### config.mk
export PLATFORM = sky130hd
export DESIGN_NAME = rpb_bridge
export DESIGN_NICKNAME = d
export VERILOG_FILES = /design/src/rtl/rpb_pkg.sv /design/src/rtl/rpb_bridge.sv
export VERILOG_INCLUDE_DIRS = /design/src /design/src/rtl
export SDC_FILE = /design/constraint.sdc
export NUM_CORES = 1
export LEC_CHECK = 0
export BUFFER_PORTS_ARGS = -buffer_cell sky130_fd_sc_hd__buf_2
export CORE_MARGIN = 10
export CORE_UTILIZATION = 25
export DETAILED_ROUTE_END_ITERATION = 10
export PLACE_DENSITY = 0.53
export SYNTH_ARGS = -nofsm -noshare
export SYNTH_HDL_FRONTEND = slang
export SYNTH_SLANG_ARGS = --single-unit
### constraint.sdc
create_clock -name clk_i -period 4.4 [get_ports clk_i]
set_input_delay 0.22 -clock clk_i [delete_from_list [all_inputs] [get_ports clk_i]]
set_output_delay 0.22 -clock clk_i [all_outputs]
set_load 0.01 [all_outputs]
### src/rtl/rpb_defines.svh
// Constants for the remote pipe transfer bridge
`ifndef RPB_DEFINES_SVH
`define RPB_DEFINES_SVH
`define RPB_NUM_PORTS 2
`define RPB_NUM_PIPES 4
`define RPB_PIPE_W 2
`define RPB_NUM_EPS 4
`define RPB_MAX_PORTS 127
`define RPB_CNT_W 3
`define RPB_LEN_W 16
`define RPB_TAG_W 8
`define RPB_LEN_XFER 16'h0010
`define RPB_LEN_ABORT 16'h0008
`define RPB_ZERO_LEN 16'h0000
`define RPB_ZERO_CNT 3'h0
`define RPB_ONE_CNT 3'h1
`endif

### src/rtl/rpb_pkg.sv
// Types for the remote pipe transfer bridge
`include "rpb_defines.svh"
package rpb_pkg;
  // Request kinds on the bulk OUT endpoint
  typedef enum logic [1:0] {
    RPB_RQ_CTL = 2'b00,
    RPB_RQ_BULK = 2'b01,
    RPB_RQ_ISOC = 2'b10,
    RPB_RQ_ABORT = 2'b11
  } rpb_rtype_e;
  // Result status codes
  typedef enum logic [1:0] {
    RPB_ST_OK = 2'b00,
    RPB_ST_FAIL = 2'b01,
    RPB_ST_REQ_ERR = 2'b10
  } rpb_status_e;
  // Notification kinds
  typedef enum logic [1:0] {
    RPB_NT_XFER = 2'b00,
    RPB_NT_PORT = 2'b01,
    RPB_NT_DEV = 2'b10
  } rpb_nkind_e;
  // One packet offered on the bulk OUT endpoint
  typedef struct packed {
    logic is_data;
    logic [`RPB_LEN_W-1:0] len;
    rpb_rtype_e rtype;
    logic [`RPB_PIPE_W-1:0] pipe;
    logic dir_out;
    logic [`RPB_LEN_W-1:0] dlen;
    logic [`RPB_TAG_W-1:0] tag;
  } rpb_out_pkt_s;
  // Remote pipe descriptor
  typedef struct packed {
    logic configured;
    rpb_rtype_e xtype;
    logic dir_out;
    logic [`RPB_CNT_W-1:0] max_conc;
  } rpb_desc_s;
  // Request to the downstream host controller
  typedef struct packed {
    logic abort;
    logic [`RPB_PIPE_W-1:0] pipe;
    rpb_rtype_e xtype;
    logic dir_out;
    logic [`RPB_LEN_W-1:0] dlen;
    logic [`RPB_TAG_W-1:0] tag;
  } rpb_dn_req_s;
  // Transfer result on the bulk IN endpoint
  typedef struct packed {
    logic [`RPB_TAG_W-1:0] tag;
    rpb_status_e status;
    logic [`RPB_LEN_W-1:0] in_len;
  } rpb_result_s;
  // Notification record, never the status itself
  typedef struct packed {
    rpb_nkind_e kind;
    logic [`RPB_PIPE_W-1:0] pipe;
    logic [`RPB_TAG_W-1:0] code;
  } rpb_notif_s;
  // Descriptor read answer
  typedef struct packed {
    rpb_desc_s desc;
    logic idle;
    logic [`RPB_CNT_W-1:0] pending;
  } rpb_pipe_rd_s;
  typedef enum logic [1:0] {
    RPB_S_IDLE = 2'b00,
    RPB_S_DATA = 2'b01,
    RPB_S_ERR = 2'b10
  } rpb_state_e;
endpackage

### src/rtl/rpb_bridge.sv
// Remote pipe transfer bridge core
`timescale 1ns/10ps
`include "rpb_defines.svh"
// Notes on behaviour
// - Fixed count of remote pipes, at least one.
// - Two remote pipes per supported downstream port.
// - Request packet length must match its request type.
// - Addressed pipe must be configured for the request's transfer type.
// - Malformed request never halts bulk OUT; it and its data are accepted. Here a malformed request waits unacked while an error result is pending.
// - Malformed request yields notification and a request error result.
// - Every finished transfer posts a transfer-complete notification.
// - Bulk IN returns result whose count states following data.
// - Failed transfer returns result only, no data.
// - Requests above pipe concurrency are NAKed until one completes.
// - Downstream port status changes are reported to the host.
// - Port count field advertised, never above 127.
// - Asynchronous downstream device events are forwarded to the host.
// - Full and high speed upstream; isochronous refused at full speed.
// - At least four endpoints exposed.
// - Descriptors rewritable; descriptor read reports current pipe state.
// - Notification only says data waits; it carries no status.
// - OUT data portions go downstream in arrival order.
module rpb_bridge (
  // Clock and reset
  input wire logic clk_i,
  input wire logic srst_i,
  // Bulk OUT endpoint
  input wire logic out_valid_i,
  input wire rpb_pkg::rpb_out_pkt_s out_pkt_i,
  output logic out_ack_o,
  output logic out_nak_o,
  // Default control pipe descriptor access
  input wire logic cfg_wr_i,
  input wire logic cfg_rd_i,
  input wire logic [`RPB_PIPE_W-1:0] cfg_pipe_i,
  input wire rpb_pkg::rpb_desc_s cfg_desc_i,
  output logic cfg_ack_o,
  output logic cfg_stall_o,
  output rpb_pkg::rpb_pipe_rd_s cfg_rdata_o,
  // Downstream host controller
  output logic dn_req_valid_o,
  output rpb_pkg::rpb_dn_req_s dn_req_o,
  output logic dn_data_valid_o,
  output logic [`RPB_LEN_W-1:0] dn_data_len_o,
  input wire logic dn_done_i,
  input wire logic [`RPB_PIPE_W-1:0] dn_done_pipe_i,
  input wire logic dn_done_ok_i,
  input wire logic [`RPB_TAG_W-1:0] dn_done_tag_i,
  input wire logic [`RPB_LEN_W-1:0] dn_done_len_i,
  output logic dn_done_ready_o,
  // Bulk IN result
  output logic rslt_valid_o,
  output rpb_pkg::rpb_result_s rslt_o,
  input wire logic rslt_taken_i,
  // Interrupt notification endpoint
  output logic notif_valid_o,
  output rpb_pkg::rpb_notif_s notif_o,
  // Ports, device events and speed
  input wire logic [`RPB_NUM_PORTS-1:0] port_status_i,
  input wire logic dev_evt_i,
  input wire logic [`RPB_TAG_W-1:0] dev_evt_code_i,
  input wire logic high_speed_i,
  output logic [7:0] port_count_field_o,
  output logic [2:0] endpoint_count_o
);
  rpb_pkg::rpb_state_e state;
  rpb_pkg::rpb_desc_s desc [`RPB_NUM_PIPES];
  logic [`RPB_CNT_W-1:0] pend [`RPB_NUM_PIPES];
  logic [`RPB_LEN_W-1:0] data_left;
  logic bad_req;
  logic [`RPB_TAG_W-1:0] err_tag;
  logic err_pend;
  logic [`RPB_NUM_PORTS-1:0] ps1, ps2, ps3, port_filt;
  logic hs1, hs2, hs3, hs_filt;
  logic port_chg_pend, dev_evt_pend;
  logic [`RPB_TAG_W-1:0] dev_code;
  logic take;
  logic req_ok, req_busy, acc_req;
  logic rslt_post;
  rpb_pkg::rpb_desc_s pd;

  // Pipe holds at least one pending transfer
  function automatic logic pipe_busy(input logic [`RPB_CNT_W-1:0] cnt);
    pipe_busy = (cnt != `RPB_ZERO_CNT);
  endfunction

  ////////////////////////////////////////////////////////////////////////
  // Constant descriptor fields
  always_ff @(posedge clk_i) begin
    port_count_field_o <= 8'(`RPB_NUM_PORTS);
    endpoint_count_o <= 3'(`RPB_NUM_EPS);
  end

  ////////////////////////////////////////////////////////////////////////
  // Pin synchronisers, change accepted when stages two and three agree
  always_ff @(posedge clk_i) begin
    if (srst_i) begin
      {ps1, ps2, ps3, port_filt} <= '0;
      {hs1, hs2, hs3, hs_filt} <= 4'h0;
    end else begin
      ps1 <= port_status_i;
      ps2 <= ps1;
      ps3 <= ps2;
      hs1 <= high_speed_i;
      hs2 <= hs1;
      hs3 <= hs2;
      if (ps2 == ps3) port_filt <= ps3;
      if (hs2 == hs3) hs_filt <= hs3;
    end
  end

  ////////////////////////////////////////////////////////////////////////
  // Request checks on the offered packet
  assign pd = desc[out_pkt_i.pipe];
  assign take = out_valid_i && !out_ack_o && !out_nak_o;
  always_comb begin
    req_ok = 1'b1;
    if (out_pkt_i.rtype == rpb_pkg::RPB_RQ_ABORT) begin
      if (out_pkt_i.len != `RPB_LEN_ABORT) req_ok = 1'b0;
    end else begin
      if (out_pkt_i.len != `RPB_LEN_XFER) req_ok = 1'b0;
      if (!pd.configured || pd.xtype != out_pkt_i.rtype) req_ok = 1'b0;
      if (out_pkt_i.rtype == rpb_pkg::RPB_RQ_ISOC && !hs_filt) begin
        req_ok = 1'b0;
      end
    end
  end
  // Good transfer requests beyond concurrency are held off
  assign req_busy = req_ok && out_pkt_i.rtype != rpb_pkg::RPB_RQ_ABORT &&
    pend[out_pkt_i.pipe] >= pd.max_conc;
  // Error path needs the single error slot free
  assign acc_req = take && !out_pkt_i.is_data && state != rpb_pkg::RPB_S_ERR &&
    !req_busy && (req_ok || !err_pend);

  ////////////////////////////////////////////////////////////////////////
  // Bulk OUT sequencing: request, then data portions
  always_ff @(posedge clk_i) begin
    if (srst_i) begin
      state <= rpb_pkg::RPB_S_IDLE;
      data_left <= `RPB_ZERO_LEN;
      bad_req <= 1'b0;
      out_ack_o <= 1'b0;
      out_nak_o <= 1'b0;
      err_tag <= '0;
    end else begin
      out_ack_o <= 1'b0;
      out_nak_o <= 1'b0;
      if (take && out_pkt_i.is_data) begin
        out_ack_o <= 1'b1;
        if (out_pkt_i.len >= data_left) begin
          data_left <= `RPB_ZERO_LEN;
          state <= bad_req ? rpb_pkg::RPB_S_ERR : rpb_pkg::RPB_S_IDLE;
        end else begin
          data_left <= data_left - out_pkt_i.len;
        end
      end else if (state == rpb_pkg::RPB_S_ERR) begin
        state <= rpb_pkg::RPB_S_IDLE; // error result pending from this cycle, posted next
        bad_req <= 1'b0;
      end else if (acc_req) begin
        out_ack_o <= 1'b1;
        bad_req <= !req_ok;
        err_tag <= out_pkt_i.tag;
        if (out_pkt_i.dir_out && out_pkt_i.dlen != `RPB_ZERO_LEN &&
            out_pkt_i.rtype != rpb_pkg::RPB_RQ_ABORT) begin
          state <= rpb_pkg::RPB_S_DATA;
          data_left <= out_pkt_i.dlen;
        end else begin
          state <= req_ok ? rpb_pkg::RPB_S_IDLE : rpb_pkg::RPB_S_ERR;
        end
      end else if (take && !out_pkt_i.is_data && req_busy) begin
        out_nak_o <= 1'b1;
      end
    end
  end

  ////////////////////////////////////////////////////////////////////////
  // Downstream request and in-order data forwarding
  always_ff @(posedge clk_i) begin
    if (srst_i) begin
      dn_req_valid_o <= 1'b0;
      dn_req_o <= '0;
      dn_data_valid_o <= 1'b0;
      dn_data_len_o <= `RPB_ZERO_LEN;
    end else begin
      dn_req_valid_o <= acc_req && req_ok;
      dn_data_valid_o <= take && out_pkt_i.is_data && !bad_req &&
        state == rpb_pkg::RPB_S_DATA;
      dn_data_len_o <= out_pkt_i.len;
      if (acc_req && req_ok) begin
        dn_req_o.abort <= out_pkt_i.rtype == rpb_pkg::RPB_RQ_ABORT;
        dn_req_o.pipe <= out_pkt_i.pipe;
        dn_req_o.xtype <= out_pkt_i.rtype;
        dn_req_o.dir_out <= out_pkt_i.dir_out;
        dn_req_o.dlen <= out_pkt_i.dlen;
        dn_req_o.tag <= out_pkt_i.tag;
      end
    end
  end

  ////////////////////////////////////////////////////////////////////////
  // Per-pipe descriptor and pending transfer count
  for (genvar g = 0; g < `RPB_NUM_PIPES; g++) begin : g_pipe
    logic inc, dec;
    assign inc = acc_req && req_ok && out_pkt_i.pipe == g &&
      out_pkt_i.rtype != rpb_pkg::RPB_RQ_ABORT;
    assign dec = dn_done_i && dn_done_ready_o && dn_done_pipe_i == g &&
      pipe_busy(pend[g]);
    always_ff @(posedge clk_i) begin
      if (srst_i) begin
        pend[g] <= `RPB_ZERO_CNT;
      end else if (inc && !dec) begin
        pend[g] <= pend[g] + `RPB_ONE_CNT;
      end else if (dec && !inc) begin
        pend[g] <= pend[g] - `RPB_ONE_CNT;
      end
    end
    always_ff @(posedge clk_i) begin
      if (srst_i) begin
        desc[g] <= '0;
      end else if (cfg_wr_i && cfg_pipe_i == g && !pipe_busy(pend[g])) begin
        desc[g] <= cfg_desc_i;
      end
    end
  end

  ////////////////////////////////////////////////////////////////////////
  // Control pipe answers
  always_ff @(posedge clk_i) begin
    if (srst_i) begin
      cfg_ack_o <= 1'b0;
      cfg_stall_o <= 1'b0;
      cfg_rdata_o <= '0;
    end else begin
      cfg_ack_o <= cfg_rd_i || (cfg_wr_i && !pipe_busy(pend[cfg_pipe_i]));
      cfg_stall_o <= cfg_wr_i && pipe_busy(pend[cfg_pipe_i]);
      if (cfg_rd_i) begin
        cfg_rdata_o.desc <= desc[cfg_pipe_i];
        cfg_rdata_o.idle <= !pipe_busy(pend[cfg_pipe_i]);
        cfg_rdata_o.pending <= pend[cfg_pipe_i];
      end
    end
  end

  ////////////////////////////////////////////////////////////////////////
  // Result slot: request errors first, then downstream completions
  assign rslt_post = !rslt_valid_o || rslt_taken_i;
  always_ff @(posedge clk_i) begin
    if (srst_i) begin
      err_pend <= 1'b0;
      dn_done_ready_o <= 1'b0;
      rslt_valid_o <= 1'b0;
      rslt_o <= '0;
    end else begin
      dn_done_ready_o <= 1'b0;
      if (rslt_taken_i) rslt_valid_o <= 1'b0;
      if (rslt_post && err_pend) begin
        err_pend <= 1'b0;
        rslt_valid_o <= 1'b1;
        rslt_o.tag <= err_tag;
        rslt_o.status <= rpb_pkg::RPB_ST_REQ_ERR;
        rslt_o.in_len <= `RPB_ZERO_LEN;
      end else if (dn_done_i && dn_done_ready_o) begin
        rslt_valid_o <= 1'b1;
        rslt_o.tag <= dn_done_tag_i;
        rslt_o.status <= dn_done_ok_i ? rpb_pkg::RPB_ST_OK :
          rpb_pkg::RPB_ST_FAIL;
        rslt_o.in_len <= dn_done_ok_i ? dn_done_len_i :
          `RPB_ZERO_LEN;
      end else begin
        dn_done_ready_o <= dn_done_i && rslt_post && !err_pend &&
          state != rpb_pkg::RPB_S_ERR && !dn_done_ready_o;
      end
      // New request error wins over the clear above
      if (state == rpb_pkg::RPB_S_ERR) err_pend <= 1'b1;
    end
  end

  ////////////////////////////////////////////////////////////////////////
  // Notifications: transfer done beats port change beats device event
  always_ff @(posedge clk_i) begin
    if (srst_i) begin
      port_chg_pend <= 1'b0;
      dev_evt_pend <= 1'b0;
      dev_code <= '0;
      notif_valid_o <= 1'b0;
      notif_o <= '0;
    end else begin
      notif_valid_o <= 1'b0;
      if ((rslt_post && err_pend) || (dn_done_i && dn_done_ready_o)) begin
        notif_valid_o <= 1'b1;
        notif_o.kind <= rpb_pkg::RPB_NT_XFER;
        notif_o.pipe <= dn_done_pipe_i;
        notif_o.code <= '0;
      end else if (port_chg_pend) begin
        notif_valid_o <= 1'b1;
        notif_o.kind <= rpb_pkg::RPB_NT_PORT;
        notif_o.pipe <= '0;
        notif_o.code <= 8'(port_filt);
        port_chg_pend <= 1'b0;
      end else if (dev_evt_pend) begin
        notif_valid_o <= 1'b1;
        notif_o.kind <= rpb_pkg::RPB_NT_DEV;
        notif_o.pipe <= '0;
        notif_o.code <= dev_code;
        dev_evt_pend <= 1'b0;
      end
      // New events win over the clear above
      if ((ps2 == ps3) && (ps3 != port_filt)) port_chg_pend <= 1'b1;
      if (dev_evt_i) begin
        dev_evt_pend <= 1'b1;
        dev_code <= dev_evt_code_i;
      end
    end
  end
endmodule

**Word-level counts from Yosys, hierarchy flattened**

Memory sizes are Yosys's and may differ from the RTL's. A register that Yosys moved wholly into a read port is not among the register bits.
Index checks and enable logic that the tools add are counted.

- Register bits after elaboration: 147
- Memory bits (writable): 40
- Logic and storage cells: 307
- Memories kept: 2

Memory list:

| name | words | bits a word | read ports | clocked after Yosys merged registers in | write ports | RTL line | text |
|---|---|---|---|---|---|---|---|
| desc | 4 | 7 | 2 | 1 | 4 | rpb_bridge.sv:67 | `` rpb_pkg::rpb_desc_s desc [`RPB_NUM_PIPES]; `` |
| pend | 4 | 3 | 6 | 0 | 4 | rpb_bridge.sv:68 | `` logic [`RPB_CNT_W-1:0] pend [`RPB_NUM_PIPES]; `` |

- Add/sub/neg operators: 9
- Magnitude comparators: 2
- Equal/unequal tests: 26
- Mux-type cells: 97
- Bitwise gates (word level): 14
- Reductions and logical operators: 114

Operators by type and width:

| operator | number |
|---|---|
| $mux W16 | 6 |
| $mux W1 | 67 |
| $logic_and A1 B1 Y1 | 57 |
| $mux W26 | 2 |
| $mux W7 | 4 |
| $logic_not A1 Y1 | 24 |
| $mux W3 | 8 |
| $reduce_bool A3 Y1 | 8 |
| $mux W11 | 2 |
| $eq A2 B2 Y1 const B | 9 |
| $ge A16 B16 Y1 | 1 |
| $ne A16 B4 Y1 const B | 1 |
| $ne A16 B5 Y1 const B | 1 |
| $reduce_bool A16 Y1 | 1 |
| $sub A16 B16 Y16 | 1 |
| $mux W2 | 7 |
| $add A3 B1 Y3 const B | 4 |
| $or A1 B1 Y1 | 12 |
| $reduce_bool A2 Y1 | 6 |
| $sub A3 B1 Y3 const B | 4 |
| $mux W10 | 1 |
| $ne A2 B2 Y1 const B | 5 |
| $eq A2 B1 Y1 const B | 4 |
| $logic_not A2 Y1 | 3 |
| 12 further kinds | 24 |

**Logic depth before layout (Yosys ltp)**

An unclocked memory read counts as a cell.

- Word-level depth: 21
- Mapped depth: 13
- Gate-level depth less buffers: 11

**Worst setup path before layout**

Ideal clock, no wire load.

- Path type: input port to flip-flop
- Start: input port out_pkt_i[25] (netlist name)
- End: memory pend[2][2] (netlist name), data pin
- Setup time: 0.261 ns
- Data arrival time: 3.171 ns
- Data required time: 4.139 ns
- Path slack: 0.968 ns
- Cell stages on the path: 12
- Cell sequence: buf_2 -> buf_1 -> mux4_2 -> ha_1 -> nand2b_1 -> a21oi_1 -> o2111ai_1 -> a211oi_1 -> or3_1 -> fa_1 -> xnor2_1 -> mux2i_1

RTL lines:

| what | RTL line | text |
|---|---|---|
| start: declaration | rpb_bridge.sv:29 | `input wire rpb_pkg::rpb_out_pkt_s out_pkt_i,` |
| end: declaration | rpb_bridge.sv:68 |  |

**Final worst setup path**

- Start: input port out_pkt_i[36] (netlist name)
- End: register data_left[13]

- Cells in the longest elaborated chain, start to end: 12

RTL lines:

| what | RTL line | text |
|---|---|---|
| $ne A16 B5 Y1 (no source line) | n/a |  |
| $mux W1 | rpb_bridge.sv:121 | `` if (out_pkt_i.len != `RPB_LEN_XFER) req_ok = 1'b0; `` |
| $mux W1 | rpb_bridge.sv:122 | `if (!pd.configured \|\| pd.xtype != out_pkt_i.rtype) req_ok = 1'b0;` |
| $mux W1 | rpb_bridge.sv:123 | `if (out_pkt_i.rtype == rpb_pkg::RPB_RQ_ISOC && !hs_filt) begin` |
| $mux W1 | rpb_bridge.sv:118 | `if (out_pkt_i.rtype == rpb_pkg::RPB_RQ_ABORT) begin` |
| $logic_and A1 B1 Y1 (2 in series) | rpb_bridge.sv:129 | `assign req_busy = req_ok && out_pkt_i.rtype != rpb_pkg::RPB_RQ_ABORT &&` |
| $logic_not A1 Y1 | rpb_bridge.sv:133 | `!req_busy && (req_ok \|\| !err_pend);` |
| $logic_and A1 B1 Y1 | rpb_bridge.sv:132 | `assign acc_req = take && !out_pkt_i.is_data && state != rpb_pkg::RPB_S_ERR &&` |
| $logic_and A1 B1 Y1 | rpb_bridge.sv:133 |  |
| $reduce_bool A2 Y1 (no source line) | n/a |  |
| $reduce_and A3 Y1 (no source line) | n/a |  |
| end signal: assignment | rpb_bridge.sv:140 | `` data_left <= `RPB_ZERO_LEN; `` |
| end signal: assignment | rpb_bridge.sv:151 | `` data_left <= `RPB_ZERO_LEN; `` |
| end signal: assignment | rpb_bridge.sv:154 | `data_left <= data_left - out_pkt_i.len;` |
| end: declaration | rpb_bridge.sv:69 | `` logic [`RPB_LEN_W-1:0] data_left; `` |

Several ways; a longest one is shown, not always the timed one.
A chain may end at the register's enable or synchronous reset.

==> impl_metrics.py <==
metrics = {
    "yosys": {
        "syn_area_per_cell_sq_um": 9.65,
        "synth-edff-count": 40,
        "netlist_area_sq_mm": 0.00924,
        "netlist_instances": 958,
        "yosys_warnings": 0,
        "synth.most_common_cell": "dfxtp_1",
        "synth_area_leaders": "dfxtp_1, edfxtp_1, mux2i_1",
        "synth_area_leader_cell": "dfxtp_1",
        "synth_top_area_share_pct": 33.4,
        "synth_ff_type": "dfxtp_1",
        "synth_common_cells": "dfxtp_1, nor2_1, mux2i_1, a21oi_1, nand2_1",
        "synth_cell_types": 73,
        "yosysSeqAreaShare_pct": 46.4,
        "ys_async_sr_fraction_pct": 0,
        "ys_ff_latch": 194,
    },
    "timing": {
        "fin_crit_ps": 3270,
        "maxSlewHeadroom_pct": 22.7,
        "final.setup.tns_ps": 0,
        "hold_viol": 0,
        "rsz0062_at_grt": "no",
        "whs_ps": 28.1,
        "tightest_slew_ps": 1150,
        "layout_setup_ws_ps": 1130,
        "fmax_mhz": 305,
        "setup_viol": 0,
        "period_share_pct": 74.4,
        "finalClockSkew_ps": 12.1,
        "drv_slew": 0,
    },
    "routing": {
        "dr.first_iter.drc_count": 473,
        "via_per_inst": 4.67,
        "firstDrtPassIters": 6,
        "wl_per_cell_um": 17.9,
        "drt.antenna.violating_nets": 0,
        "drc": 0,
        "wl_mm": 29.1,
        "vias": 7621,
    },
    "setup_path": {
        "start_kind": "input port",
        "path_buf_inv": 2,
        "critPathKind": "input port to register",
        "reg2reg_depth": 11,
        "r2r-start": "data_left[0]",
        "r2r_end": "state[1]",
        "slowest_delay_ps": 680,
        "worst_ep_arrival_time_ps": 3620,
        "crit_chain": "dlygate4sd3_1 -> buf_2 -> nor4_1 -> a41oi_1 -> a211oi_1 -> a21boi_1 -> o22a_1 -> nand2_1 -> o221a_2",
        "cp.required_ps": 4740,
        "critPathMaxFanout": 13,
        "cp_slowest_cell": "nor4_1",
        "crit_family": "compound AO/OA/AOI/OAI gates",
        "startpoint": "out_pkt_i[36]",
        "r2r_slack_ps": 1260,
        "endpoint_kind": "register",
    },
    "min_path": {
        "holdPathEnd": "dev_code[6]",
        "min_path_type": "input port to register",
        "whs_path_depth": 3,
        "min_from": "dev_evt_code_i[6]",
    },
    "clocking": {
        "ctsHoldBuffers": 10,
        "cts_buffers": 17,
        "clock_latency_ps": 450,
        "cts.sinks": 194,
        "cts_tree": "yes",
        "cts_resized": 0,
        "post-cts-setup-buffers": 0,
        "htreeDepth": 4,
        "clockBufferDepth": 2,
        "cts.reportedPaths.clkPinSlew_ps": 80,
        "cts_root_buf": "clkbuf_16",
    },
    "place": {
        "gp_congestion": 0.781,
        "dp_hpwl_mm": 22.3,
        "io_buffers": 204,
        "postPlaceCellArea_sq_mm": 0.0107,
        "dp.cells": 1587,
        "place_ws_ps": 1010,
    },
    "power": {
        "finalPower_mw": 4.04,
        "ir_worst_vdd_v": 0.000258,
        "powerDensity_mw_per_mm2": 356,
        "p_leak_nw": 5.07,
    },
    "global_routing": {
        "grt_pass1_wl_mm": 44.2,
        "antenna_found_initial": 5,
        "grt_usage_pct": 12.7,
        "grt_max_degree": 50,
        "globalRouteOverflowTotal": 0,
        "grt_pass1_vias": 7575,
    },
    "final_layout": {
        "final_util_pct": 31.1,
        "syn_to_final_growth_pct": 23.0,
        "layout.nets": 1279,
        "instances_no_fill": 1631,
        "drive_gt1_share_pct": 24.4,
        "design_area_sq_mm": 0.0114,
    },
    "die": {
        "floorplan.initialDensity_pct": 25.3,
        "die_height_um": 212,
        "core_sq_mm": 0.0365,
        "dieArea_sq_mm": 0.0451,
        "rows": 70,
        "die_width_um": 212,
        "ios": 216,
    },
    "flow_run": {
        "cap_violations": 0,
    },
    "outcome": {
        "outcome": "complete, no violations",
    },
}
==> sequential cells by signal (all words and copies together) (netlist names), 2 cells and up <==
signal	flops
notif_o	12
port_filt	2
state	2
ps1	2
rslt_o	26
data_left	16
ps2	2
ps3	2
dn_req_o	30
pend	12
err_tag	8
dn_data_len_o	16
desc	28
cfg_rdata_o	11
dev_code	8
==> area by class of cell <==
cell class | count | area [sq um]
Antenna cell | 2 | 5.00
Clock buffer | 18 | 429
Clock inverter | 14 | 145
Fill cell | 3812 | 25200
Inverter | 40 | 150
Multi-Input combinational cell | 668 | 4540
Sequential cell | 194 | 4280
Tap cell | 468 | 586
Timing Repair Buffer | 227 | 1220
==> report_power, final <==
| part | switching [mW] | total (mW) | internal [mW] | leakage, nW |
|---|---|---|---|---|
| logic | 0.317 | 0.540 | 0.223 | 3.11 |
| registers | 0.0469 | 1.93 | 1.88 | 1.67 |
| clock network | 0.767 | 1.57 | 0.803 | 0.283 |
| total | 1.13 | 4.04 | 2.91 | 5.07 |
==> logic make-up (layout without fill, tap and decap cells) <==
family	count (synthesis)	in the layout	synth area share, %
and+or+nand+nor	354	354	18.7
muxes	91	91	12.3
DFF	194	194	46.4
AOI/OAI and AO/OA	158	158	11.1
buffers and inverters	105	299	4.93
xor gates and xnor gates	24	24	2.27
adders and majority gates	30	30	4.22
other	2	13	0.0813
==> layer usage <==
| metal | wire (um) | vias to the layer above | part of all wire, % | track usage [%] |
|---|---|---|---|---|
| li1 | - | 3759 | - | - |
| met1 | 12800 | 3678 | 44 | 15.5 |
| met2 | 14500 | 157 | 50 | 21.4 |
| met3 | 1550 | 21 | 5.3 | 3.62 |
| met4 | 269 | 6 | 0.92 | 3.08 |
| met5 | 46 | - | 0.16 | 0 |
==> cells in the final DEF, fill, tap and decap left out, drive strengths merged, types with 6 or more instances in the layout <==
master,n
a211oi,9
a21oi,68
a311oi,11
and2,31
buf,217
clkbuf,18
conb,11
dfxtp,154
dlygate4sd3,10
edfxtp,40
ha,28
inv,48
mux2i,70
mux4,18
nand2,65
nand2b,8
nand3,31
nand4,6
nor2,119
nor2b,14
nor3,27
nor4,18
o21ai,22
o31ai,8
or3,12
xnor2,13
xor2,11
==> worst register-to-register path, delay by kind of cell, from the launching register on <==
family	cells	cell delay (ps)
AO/OA/AOI/OAI	6	1680
adder cells (fa/ha/maj)	2	600
flip-flops	1	300
AND/OR/NAND/NOR	1	300
buffers and inverters	2	150
==> worst max path at each step <==
stage                                to  slack (ps)  cells after the start
after floorplan              pend[2][2]         970                     12
after global placement       pend[2][2]        1070                     11
after detailed placement     pend[2][2]        1010                     11
after CTS                      state[1]        1160                      9
final                     data_left[13]        1130                      9
after global routing           state[1]         950                     11
No activity file was read; power rests on OpenSTA's default activity.
